==> src/design/thread_ctl_pkg.sv <==
// shared constants and types for the thread state and control block
package thread_ctl_pkg;

  // ----------------------------------------
  // register operand decode
  // ----------------------------------------
  localparam logic [3:0] CTRL_TYPE_CODE   = 4'h8;
  localparam logic [3:0] CTRL_REG_NUM     = 4'h0;
  localparam logic [4:0] SUB_GENERAL      = 5'h00;
  localparam logic [4:0] SUB_EXCEPTION    = 5'h04;
  localparam logic [4:0] SUB_SAVED_PTR    = 5'h08;
  localparam logic [4:0] SUB_RESERVED     = 5'h0c;

  // ----------------------------------------
  // field positions
  // ----------------------------------------
  localparam int SLOT_ID_MSB      = 2;
  localparam int FF_ID_LSB        = 24;
  localparam int MASTER_EXC_BIT   = 31;
  localparam int EXC_COUNT        = 16;
  localparam int EXC_STATUS_LSB   = 16;
  localparam int GROUP_SIZE       = 4;

  // ----------------------------------------
  // reset values
  // ----------------------------------------
  localparam logic [31:0] WORD_RESET      = 32'h0000_0000;
  localparam logic [31:0] SYS_PTR_RESET   = 32'h0000_0000;
  localparam logic [31:0] RESERVED_READ   = 32'h0000_0000;

  // ----------------------------------------
  // types
  // ----------------------------------------
  typedef struct packed {
    logic [2:0]  thread_slot_id;
    logic [7:0]  fixed_function_thread_id;
    logic [31:0] dispatch_channel_mask;
    logic [31:0] initial_pointer;
  } dispatch_t;

  typedef struct packed {
    logic [7:0]  reg_num;
    logic [4:0]  sub_reg_num;
  } operand_t;

  typedef enum logic [1:0] {REDIRECT_NONE, REDIRECT_SYSTEM, REDIRECT_RESUME} redirect_t;

endpackage

==> src/design/thread_state_exception_control.sv <==
// per-thread state words, control register group and exception redirect
// What this block does
// - load three-bit slot id at dispatch
// - keep fixed-function id in top byte
// - store dispatch channel mask, seeds mask
// - vector mask: OR of each 4-bit group
// - control group selected by type code 1000b
// - four 32-bit subregisters, first three readable and writable
// - jump only if exception enabled
// - status bit set even when disabled
// - one bit each, higher priority higher bit
// - third subregister holds saved instruction pointer
// - writes to fourth subregister dropped
// - one hidden global system routine address
// - save pointer, then jump to system routine
// - clearing master bit resumes at saved pointer
// - decode subregister numbers 0, 4, 8, 12
// - master bit: hw sets, write zero returns
module thread_state_exception_control
  import thread_ctl_pkg::*;
#(
  parameter int unsigned DATA_W = 32
) (
  // clock and reset
  input  wire logic              REF_CLK,
  input  wire logic              ARST_N,
  // dispatcher
  input  wire logic              DISPATCH_VALID,
  input  wire dispatch_t         DISPATCH_INFO,
  input  wire logic              SYS_PTR_LOAD,
  input  wire logic [DATA_W-1:0] SYS_PTR_VALUE,
  // pipeline register access
  input  wire logic              REG_WRITE,
  input  wire operand_t          REG_OPERAND,
  input  wire logic [DATA_W-1:0] REG_WDATA,
  output logic      [DATA_W-1:0] REG_RDATA,
  output logic                   REG_HIT,
  // pipeline exceptions and pointer
  input  wire logic [EXC_COUNT-1:0] EXC_EVENT,
  input  wire logic [DATA_W-1:0] CURRENT_IP,
  output logic                   REDIRECT_VALID,
  output logic      [DATA_W-1:0] REDIRECT_IP,
  output logic      [DATA_W-1:0] STATE_WORD0,
  output logic      [DATA_W-1:0] STATE_WORD1,
  output logic      [DATA_W-1:0] STATE_WORD2,
  output logic      [DATA_W-1:0] STATE_WORD3,
  output logic      [DATA_W-1:0] MASK_INIT,
  output logic                   EXCEPTION_STATE
);

  // ----------------------------------------
  // state registers
  // ----------------------------------------
  logic [2:0]        slot_reg, slot_next;
  logic [7:0]        ffid_reg, ffid_next;
  logic [DATA_W-1:0] dispatch_channel_mask_reg, dispatch_channel_mask_next;
  logic [DATA_W-1:0] vector_group_mask_reg, vector_group_mask_next;
  logic [DATA_W-1:0] general_reg, general_next;
  logic [DATA_W-1:0] exc_reg, exc_next;
  logic [DATA_W-1:0] saved_reg, saved_next;
  logic [DATA_W-1:0] sys_ptr_reg, sys_ptr_next;
  logic [DATA_W-1:0] redir_ip_reg, redir_ip_next;
  redirect_t         redir_reg, redir_next;

  logic              sel_group;
  logic              sel_general;
  logic              sel_exc;
  logic              sel_saved;
  logic              sel_rsvd;
  logic [DATA_W-1:0] vector_group_mask_calc;
  logic [EXC_COUNT-1:0] take_vec;
  logic              take;
  logic              resume;

  // ----------------------------------------
  // vector group mask
  // ----------------------------------------
  genvar g;
  generate
    for (g = 0; g < DATA_W / GROUP_SIZE; g++) begin : grp
      assign vector_group_mask_calc[g*GROUP_SIZE +: GROUP_SIZE] =
        {GROUP_SIZE{|DISPATCH_INFO.dispatch_channel_mask[g*GROUP_SIZE +: GROUP_SIZE]}};
    end
  endgenerate

  // ----------------------------------------
  // operand decode
  // ----------------------------------------
  always_comb begin
    sel_group   = (REG_OPERAND.reg_num[7:4] == CTRL_TYPE_CODE) &&
                  (REG_OPERAND.reg_num[3:0] == CTRL_REG_NUM);
    sel_general = 1'b0;
    sel_exc     = 1'b0;
    sel_saved   = 1'b0;
    sel_rsvd    = 1'b0;
    if (sel_group && REG_OPERAND.sub_reg_num == SUB_GENERAL) begin
      sel_general = 1'b1;
    end else if (sel_group && REG_OPERAND.sub_reg_num == SUB_EXCEPTION) begin
      sel_exc = 1'b1;
    end else if (sel_group && REG_OPERAND.sub_reg_num == SUB_SAVED_PTR) begin
      sel_saved = 1'b1;
    end else if (sel_group && REG_OPERAND.sub_reg_num == SUB_RESERVED) begin
      sel_rsvd = 1'b1;
    end
  end

  // ----------------------------------------
  // exception detection
  // ----------------------------------------
  always_comb begin
    // bit position is priority, status above enables
    take_vec = EXC_EVENT & exc_reg[EXC_COUNT-1:0];
    take     = (|take_vec) && !general_reg[MASTER_EXC_BIT];
    resume   = REG_WRITE && sel_general && general_reg[MASTER_EXC_BIT] &&
               !REG_WDATA[MASTER_EXC_BIT];
  end

  // ----------------------------------------
  // next state
  // ----------------------------------------
  always_comb begin
    slot_next     = slot_reg;
    ffid_next     = ffid_reg;
    dispatch_channel_mask_next    = dispatch_channel_mask_reg;
    vector_group_mask_next    = vector_group_mask_reg;
    general_next  = general_reg;
    exc_next      = exc_reg;
    saved_next    = saved_reg;
    sys_ptr_next  = sys_ptr_reg;
    redir_next    = REDIRECT_NONE;
    redir_ip_next = redir_ip_reg;

    if (SYS_PTR_LOAD) begin
      sys_ptr_next = SYS_PTR_VALUE;
    end

    if (DISPATCH_VALID) begin
      slot_next    = DISPATCH_INFO.thread_slot_id;
      ffid_next    = DISPATCH_INFO.fixed_function_thread_id;
      dispatch_channel_mask_next   = DISPATCH_INFO.dispatch_channel_mask;
      vector_group_mask_next   = vector_group_mask_calc;
      general_next = WORD_RESET;
      exc_next     = WORD_RESET;
      saved_next   = DISPATCH_INFO.initial_pointer;
    end else begin
      // software writes first, hardware events override
      if (REG_WRITE && sel_general) begin
        general_next = {general_reg[MASTER_EXC_BIT], REG_WDATA[DATA_W-2:0]};
        if (resume) begin
          general_next[MASTER_EXC_BIT] = 1'b0;
        end
      end
      if (REG_WRITE && sel_exc) begin
        exc_next = REG_WDATA;
      end
      if (REG_WRITE && sel_saved) begin
        saved_next = REG_WDATA;
      end
      // reserved word writes fall through unused
      exc_next[DATA_W-1:EXC_STATUS_LSB] =
        exc_next[DATA_W-1:EXC_STATUS_LSB] | EXC_EVENT;
      if (take) begin
        saved_next                   = CURRENT_IP;
        general_next[MASTER_EXC_BIT] = 1'b1;
        redir_next                   = REDIRECT_SYSTEM;
        redir_ip_next                = sys_ptr_reg;
      end else if (resume) begin
        redir_next    = REDIRECT_RESUME;
        redir_ip_next = saved_reg;
      end
    end
  end

  // ----------------------------------------
  // registers
  // ----------------------------------------
  always_ff @(posedge REF_CLK or negedge ARST_N) begin
    if (!ARST_N) begin
      slot_reg     <= 3'h0;
      ffid_reg     <= 8'h00;
      dispatch_channel_mask_reg    <= WORD_RESET;
      vector_group_mask_reg    <= WORD_RESET;
      general_reg  <= WORD_RESET;
      exc_reg      <= WORD_RESET;
      saved_reg    <= WORD_RESET;
      sys_ptr_reg  <= SYS_PTR_RESET;
      redir_reg    <= REDIRECT_NONE;
      redir_ip_reg <= WORD_RESET;
    end else begin
      slot_reg     <= slot_next;
      ffid_reg     <= ffid_next;
      dispatch_channel_mask_reg    <= dispatch_channel_mask_next;
      vector_group_mask_reg    <= vector_group_mask_next;
      general_reg  <= general_next;
      exc_reg      <= exc_next;
      saved_reg    <= saved_next;
      sys_ptr_reg  <= sys_ptr_next;
      redir_reg    <= redir_next;
      redir_ip_reg <= redir_ip_next;
    end
  end

  // ----------------------------------------
  // read path and outputs
  // ----------------------------------------
  always_comb begin
    REG_HIT   = sel_general | sel_exc | sel_saved | sel_rsvd;
    REG_RDATA = WORD_RESET;
    if (sel_general) begin
      REG_RDATA = general_reg;
    end else if (sel_exc) begin
      REG_RDATA = exc_reg;
    end else if (sel_saved) begin
      REG_RDATA = saved_reg;
    end else if (sel_rsvd) begin
      REG_RDATA = RESERVED_READ;
    end
  end

  assign STATE_WORD0     = {{(DATA_W-SLOT_ID_MSB-1){1'b0}}, slot_reg};
  assign STATE_WORD1     = {ffid_reg, {FF_ID_LSB{1'b0}}};
  assign STATE_WORD2     = dispatch_channel_mask_reg;
  assign STATE_WORD3     = vector_group_mask_reg;
  assign MASK_INIT       = dispatch_channel_mask_reg & vector_group_mask_reg;
  assign EXCEPTION_STATE = general_reg[MASTER_EXC_BIT];
  assign REDIRECT_VALID  = (redir_reg != REDIRECT_NONE);
  assign REDIRECT_IP     = redir_ip_reg;

endmodule

==> config.mk <==
export PLATFORM = sky130hd
export DESIGN_NAME = thread_state_exception_control
export DESIGN_NICKNAME = d
export VERILOG_FILES = /design/src/design/thread_ctl_pkg.sv /design/src/design/thread_state_exception_control.sv
export SDC_FILE = /design/constraint.sdc
export NUM_CORES = 1
export LEC_CHECK = 0
export BUFFER_PORTS_ARGS = -buffer_cell sky130_fd_sc_hd__buf_2
export CORE_MARGIN = 4
export CORE_UTILIZATION = 38
export DETAILED_ROUTE_END_ITERATION = 10
export PLACE_DENSITY = 0.69
export SYNTH_ARGS = -nofsm -noshare
export SYNTH_HDL_FRONTEND = slang
export SYNTH_SLANG_ARGS = --single-unit
==> constraint.sdc <==
create_clock -name REF_CLK -period 3.2 [get_ports REF_CLK]
set_clock_uncertainty 0.15 [all_clocks]
set_input_delay 0.64 -clock REF_CLK [delete_from_list [all_inputs] [get_ports REF_CLK]]
set_output_delay 0.64 -clock REF_CLK [all_outputs]
set_load 0.05 [all_outputs]
# After elaboration in Yosys (flattened, before gate mapping)
# Index checks and enable logic that the tools add are counted.
# totals
regBits	234
input_bits	205
out_inout_bits	227
elab_cells	84
# classes
eq_ne	4
mux	28
n_bitwise	7
n_reduce_logical	33
# ops
cell	count
32-bit 2-to-1 mux	13
32-bit bitwise AND	1
4-bit OR reduction	8
16-bit bitwise AND	1
16-bit OR	1
16-bit OR reduction	1
1-bit 2-to-1 mux	12
1-bit logical AND	11
5-bit by 4-bit equality test with 1-bit output (second input constant)	2
3-bit nonzero test	3
2-bit nonzero test	4
2-bit 2-to-1 mux	3
5-bit by 3-bit equality test with 1-bit output (second input constant)	1
5-bit zero test	1
4-bit equality test (second input constant)	1
4-bit zero test	1
2-bit AND reduction	2
1-bit OR	3
1-bit zero test	2
1-bit NOT	1

# Longest topological paths before layout
# Gate-level depths: netlist of the first run.
# logic_depth
depth_word	11
mapped_depth	7
depth_no_buf	6

# Least setup slack after synthesis of the first run
# No wires, ideal clock.
# synth_path
kind	input to output
from	in REG_OPERAND[2] in the netlist's numbering
to	out REG_RDATA[10]
t_arrival_ps	2207
required_ps	2410
path_slack_ps	203
cell_stages	6
cell_sequence	buf_2 buf_1 mux2i_1 nor2_1 a21oi_1 nor2_1
# synth_via
elab_chain_len	8
word_cells_on_any_way	15
cone_classes	2 x eq/ne; 9 x mux; 4 x reduce/logical
# synth_rtl
item	line	source
from (decl)	thread_state_exception_control.sv:34	input wire operand_t REG_OPERAND,
5-bit by 4-bit equality test with 1-bit output	thread_state_exception_control.sv:100	end else if (sel_group && REG_OPERAND.sub_reg_num == SUB_SAVED_PTR) begin
1-bit logical AND	thread_state_exception_control.sv:100	
1-bit 2-to-1 mux	thread_state_exception_control.sv:100	
1-bit 2-to-1 mux	thread_state_exception_control.sv:98	end else if (sel_group && REG_OPERAND.sub_reg_num == SUB_EXCEPTION) begin
1-bit 2-to-1 mux	thread_state_exception_control.sv:96	if (sel_group && REG_OPERAND.sub_reg_num == SUB_GENERAL) begin
32-bit 2-to-1 mux	thread_state_exception_control.sv:213	end else if (sel_saved) begin
32-bit 2-to-1 mux	thread_state_exception_control.sv:211	end else if (sel_exc) begin
32-bit 2-to-1 mux *	thread_state_exception_control.sv:209	if (sel_general) begin
to (decl)	thread_state_exception_control.sv:36	output logic [DATA_W-1:0] REG_RDATA,
# Every way passes the cells marked *; elsewhere a longest branch is shown, timed or not.

# Final worst setup path of the first run
# layout_path
from	in REG_OPERAND[2] in the netlist's numbering
to	out REG_RDATA[14]
# Same word-level chain as after synthesis.

==> impl_metrics.env, run 1 <==
export IMPL_syn_area_per_cell_um2=10.3
export IMPL_cts_buffers=25
export IMPL_design_power_total_mw=7.28
export IMPL_cts_root_buffer="clkbuf_16"
export IMPL_h_tree_depth=1
export IMPL_multi_input_area_um2=4650
export IMPL_fmax_ghz=0.362
export IMPL_utilization=0.489
export IMPL_clock_path_buffers=3
export IMPL_clkSinkCount=213
export IMPL_ff2ff_path_depth=6
export IMPL_path_clk_slew_ps=60
export IMPL_floorplan_die_width_um=177
export IMPL_worstSetupEndpointType="output pin"
export IMPL_drc=0
export IMPL_grt_first_pass_wirelength_um=57300
export IMPL_wl_per_cell_um=22.3
export IMPL_grt_pass1_vias=9249
export IMPL_async_flop_share=1.00
export IMPL_worst_hold_slack_ps=-29.3
export IMPL_path_class="in -> out"
export IMPL_fin_crit_sh=0.863
export IMPL_drt_iter0_drc=909
export IMPL_cts_setup_buffers=0
export IMPL_finalInstanceArea_um2=13700
export IMPL_arrival_ps=1970
export IMPL_fin_crit_ps=2760
export IMPL_yosys_area_top_type="dfrtp_1"
export IMPL_fillers=2593
export IMPL_wl_um=39300
export IMPL_core_area_um2=27900
export IMPL_fin_nets=1572
export IMPL_synth_seq_area_share=0.494
export IMPL_path_max_fanout=35
export IMPL_drive_above_1_share=0.406
export IMPL_n_antenna_cell=0
export IMPL_cp_cell_sequence="buf_2 > buf_12 > nor2b_2 > buf_4 > a21oi_1 > nor2_1 > buf_2"
export IMPL_gr_total_overflow=0
export IMPL_crit_slowest_cell="a21oi_1"
export IMPL_ys_ff_latch=213
export IMPL_hold_path_class="in -> async"
export IMPL_antenna_found_initial=2
export IMPL_worst_setup_path_start_kind="input port"
export IMPL_port_buffers=378
export IMPL_first_pass_iters=5
export IMPL_r2r_start="exc_reg[9]"
export IMPL_critPathMaxStageDelay_ps=330
export IMPL_hold_viol_final=13
export IMPL_synth_ff_type="dfrtp_1"
export IMPL_synthTopCellsByArea="dfrtp_1, mux2_2, buf_4, nand2_1, a21oi_1"
export IMPL_via_per_inst=5.50
export IMPL_initial_core_util=0.387
export IMPL_drv_slew=0
export IMPL_final_cells=1763
export IMPL_setup_ws_ps=438
export IMPL_r2r_setup_slack_ps=690
export IMPL_yosysWarnings=0
export IMPL_required_ps=2410
export IMPL_grt_max_degree=109
export IMPL_regArea_um2=5330
export IMPL_gp_congestion=0.921
export IMPL_synth_cell_types=40
export IMPL_pre_cts_slack_ps=431
export IMPL_drv_cap=0
export IMPL_cts_resized=0
export IMPL_num_vias=9689
export IMPL_gr_usage_all_layers=0.237
export IMPL_yosysMostFrequentCell="dfrtp_1"
export IMPL_netlist_area_leader_share=0.494
export IMPL_clk_latency_ps=510
export IMPL_cp_common_cell="buf_2"
export IMPL_synth_top_cells_by_count="dfrtp_1, nand2_1, a21oi_1, buf_4, mux2_2"
export IMPL_slew_limit_headroom=0.407
export IMPL_status="finished, violations left"
export IMPL_syn_to_final_growth_pct=26.5
export IMPL_dieArea_um2=31200
export IMPL_tns_ps=0
export IMPL_vdd_drop_max_uv=434
export IMPL_p_leak_nw=6.38
export IMPL_rsz0062_at_grt="false"
export IMPL_io_pins=432
export IMPL_postRouteAntennaNets=0
export IMPL_cts_hold_buffers=0
export IMPL_placed_area_um2=12800
export IMPL_setup_viol=0
export IMPL_rows=61
export IMPL_die_h_um=177
export IMPL_power_density_nw_per_um2=533
export IMPL_worst_pin_slew_ps=888
export IMPL_dp_cells=1718
export IMPL_cts_tree="yes"
export IMPL_synth_area_um2=10800
export IMPL_synth_edff_count=0
export IMPL_netlist_instances=1048
export IMPL_violations="negative hold slack"
export IMPL_dpl_hpwl_um=29300
export IMPL_rr_endpoint="saved_reg[14]"
worst max-delay path by stage:
stage / startpoint / endpoint / slack (ps) / cells after the start
floorplan: REG_OPERAND[2] / REG_RDATA[10] / 200 / 6
global placement: REG_OPERAND[5] / REG_RDATA[24] / 490 / 6
detailed placement: EXC_EVENT[9] / saved_reg[14] / 430 / 7
CTS: REG_OPERAND[7] / REG_RDATA[23] / 460 / 6
global route: REG_OPERAND[10] / REG_RDATA[26] / 360 / 6
finish: REG_OPERAND[2] / REG_RDATA[14] / 440 / 7
worst max-delay path: cells and delay by family:
family / cells / cell delay [ps]
and+or+nand+nor: 2 / 160
AOI/OAI and AO/OA: 1 / 330
buffers and inverters: 4 / 810
cells by family after synthesis:
family                 share of synthesized area
AND/OR/NAND/NOR                            0.133
AO/OA/AOI/OAI                              0.170
flip-flops                                 0.494
buffers and inverters                     0.0949
multiplexers                               0.108
other                                   0.000347
where the power goes:
| group | switching, mW | internal (mW) |
|---|---|---|
| clock | 1.12 | 1.81 |
| combinational | 0.964 | 0.390 |
| sequential | 0.150 | 2.85 |
| total | 2.23 | 5.05 |
layout by cell type (no fill, tap or decap), drive strengths merged, types with 18 or more instances in the layout:
master   count
or4         33
mux2i       32
mux2        75
and2        32
a2bb2oi     32
o221ai      32
nand2      131
buf        408
inv         18
conb        53
nor2        74
o221a       32
clkbuf      34
dfrtp      213
a21oi       87
a32oi       32
final cells by class:
class | instances | area share
inverter | 19 | 0.00522
tap | 378 | 0.0346
clock buffer | 34 | 0.0527
sequential | 213 | 0.390
timing repair buffer | 408 | 0.167
multi-input combinational | 700 | 0.341
clock inverter | 11 | 0.00952
per-layer routing:
layer | track usage | wire length (µm)
met5 | 0 | 26
met4 | 0.0696 | 1210
met3 | 0.0439 | 3270
met2 | 0.358 | 18000
met1 | 0.349 | 16800
(Power assumes the default switching activity.)
==> run 2, diff against run 1 <==
--- a/config.mk
+++ b/config.mk
@@ -6,10 +6,13 @@
 export NUM_CORES = 1
 export LEC_CHECK = 0
 export BUFFER_PORTS_ARGS = -buffer_cell sky130_fd_sc_hd__buf_2
+export CELL_PAD_IN_SITES_DETAIL_PLACEMENT = 1
+export CELL_PAD_IN_SITES_GLOBAL_PLACEMENT = 1
 export CORE_MARGIN = 4
 export CORE_UTILIZATION = 38
 export DETAILED_ROUTE_END_ITERATION = 10
-export PLACE_DENSITY = 0.69
+export MAX_ROUTING_LAYER = met4
+export PLACE_DENSITY = 0.88
 export SYNTH_ARGS = -nofsm -noshare
 export SYNTH_HDL_FRONTEND = slang
 export SYNTH_SLANG_ARGS = --single-unit
==> impl_metrics.env, run 2 (synthesis gave the netlist of run 1 again) <==
export IMPL_status="finished, violations left"
export IMPL_violations="negative hold slack"
export IMPL_cts_tree="yes"
export IMPL_met2_usage=0.425
export IMPL_fin_nets=1576
export IMPL_hold_path_class="in -> async"
export IMPL_final_cell_mix="buf_2, dfrtp_1, nand2_1, a21oi_1, mux2_2"
export IMPL_gr_usage_all_layers=0.274
export IMPL_clock_path_buffers=3
export IMPL_path_clk_slew_ps=60
export IMPL_postRouteAntennaNets=0
export IMPL_num_vias=9894
export IMPL_fmax_ghz=0.336
export IMPL_drv_slew=0
export IMPL_drv_cap=0
export IMPL_die_h_um=177
export IMPL_path_max_fanout=18
export IMPL_arrival_ps=2190
export IMPL_setup_ws_ps=222
export IMPL_cp_num_buf_inv=3
export IMPL_path_class="in -> out"
export IMPL_worst_pin_slew_ps=805
export IMPL_gr_total_overflow=0
export IMPL_first_pass_iters=5
export IMPL_wl_per_cell_um=24.6
export IMPL_drive_above_1_share=0.405
export IMPL_grt_max_degree=98
export IMPL_clk_latency_ps=520
export IMPL_port_buffers=378
export IMPL_cp_cell_sequence="buf_2 > nor3_1 > nand3_1 > buf_4 > nor2_1 > buf_2"
export IMPL_grtUsageMet3=0.0655
export IMPL_dieArea_um2=31200
export IMPL_fin_crit_sh=0.931
export IMPL_setup_viol=0
export IMPL_worstSetupEndpointType="output pin"
export IMPL_via_per_inst=5.58
export IMPL_hold_viol_final=1
export IMPL_p_leak_nw=6.38
export IMPL_grt_met1_usage=0.357
export IMPL_critical_path_top_delay_family="simple AND/OR/NAND/NOR gates"
export IMPL_grt_pass1_vias=10500
export IMPL_busiest_layer="met2"
export IMPL_vdd_drop_max_uv=445
export IMPL_worst_hold_slack_ps=-2.48
export IMPL_mostFrequentLayoutCell="buf_2"
export IMPL_required_ps=2410
export IMPL_h_tree_depth=1
export IMPL_wl_um=43700
export IMPL_cts_buffers=24
export IMPL_initial_core_util=0.387
export IMPL_io_pins=432
export IMPL_grt_first_pass_wirelength_um=64300
export IMPL_floorplan_die_width_um=177
export IMPL_core_area_um2=27900
export IMPL_tns_ps=0
export IMPL_pre_cts_slack_ps=291
export IMPL_crit_slowest_cell="nor3_1"
export IMPL_cts_resized=0
export IMPL_rows=61
export IMPL_syn_to_final_growth_pct=26.9
export IMPL_gp_congestion=0.958
export IMPL_clkSinkCount=213
export IMPL_cp_common_cell="buf_2"
export IMPL_power_density_nw_per_um2=526
export IMPL_cts_root_buffer="clkbuf_16"
export IMPL_cts_setup_buffers=0
export IMPL_critPathMaxStageDelay_ps=420
export IMPL_cts_hold_buffers=0
export IMPL_fin_crit_ps=2980
export IMPL_drc=0
export IMPL_drt_iter0_drc=755
export IMPL_rsz0062_at_grt="false"
export IMPL_worst_setup_path_start_kind="input port"
export IMPL_slew_limit_headroom=0.463
export IMPL_antenna_found_initial=8
export IMPL_dpl_hpwl_um=32600
## run 2: changes by cell type in the layout (fill, tap and decap cells not counted), sizes merged
| cell | change |
|---|---|
| diode | +8 |
| buf | +5 |
| bufinv | -1 |
| clkinv | -5 |
| clkinvlp | +1 |
| clkbuf | +3 |
## run 2: worst paths after layout
kind | from | end | slack [ps] | depth (start not counted)
worst max-delay path | REG_OPERAND[7] | REG_RDATA[13] | 220 | 6
worst min-delay path | ARST_N | sys_ptr_reg[0] | -2 | 1
worst max register to register | exc_reg[5] | saved_reg[14] | 840 | 6
worst min register to register | sys_ptr_reg[11] | sys_ptr_reg[11] | 350 | 1
max in group asynchronous | ARST_N | STATE_WORD2[19] | 2090 | 2
min in group REF_CLK | SYS_PTR_VALUE[21] | sys_ptr_reg[21] | 200 | 2
## run 2: metrics by stage
step	std cells	power (mW)	hold slack [ps]	area [µm²]	utilization
floorplan	1100	3.94	194	11000	-
CTS	1766	7.25	16.0	13700	0.490
global placement	1723	4.36	333	12900	0.461
global route	1774	7.46	50.9	13700	0.491
finish	1774	7.21	-2.48	13700	0.491
detailed placement	1723	4.41	339	12900	0.461
## run 2: final cells by class
| type | instances | area [µm²] |
|---|---|---|
| Multi-Input combinational cell | 700 | 4650 |
| Antenna cell | 8 | 20.0 |
| Clock inverter | 6 | 82.6 |
| Sequential cell | 213 | 5330 |
| Fill cell | 3205 | 14200 |
| Clock buffer | 37 | 731 |
| Inverter | 19 | 71.3 |
| Timing Repair Buffer | 413 | 2340 |
| Tap cell | 378 | 473 |
## run 2: where the power goes
| part | leakage (nW) | switching, mW | internal, mW |
|---|---|---|---|
| logic | 3.30 | 0.975 | 0.391 |
| clock network | 0.398 | 1.11 | 1.73 |
| registers | 2.67 | 0.159 | 2.85 |
## run 2: per-layer routing
metal / share of wire / vias up
met4: 0.031 / 0
met1: 0.41 / 5040
li1: - / 4329
met3: 0.078 / 86
met5: 0 / -
met2: 0.48 / 439
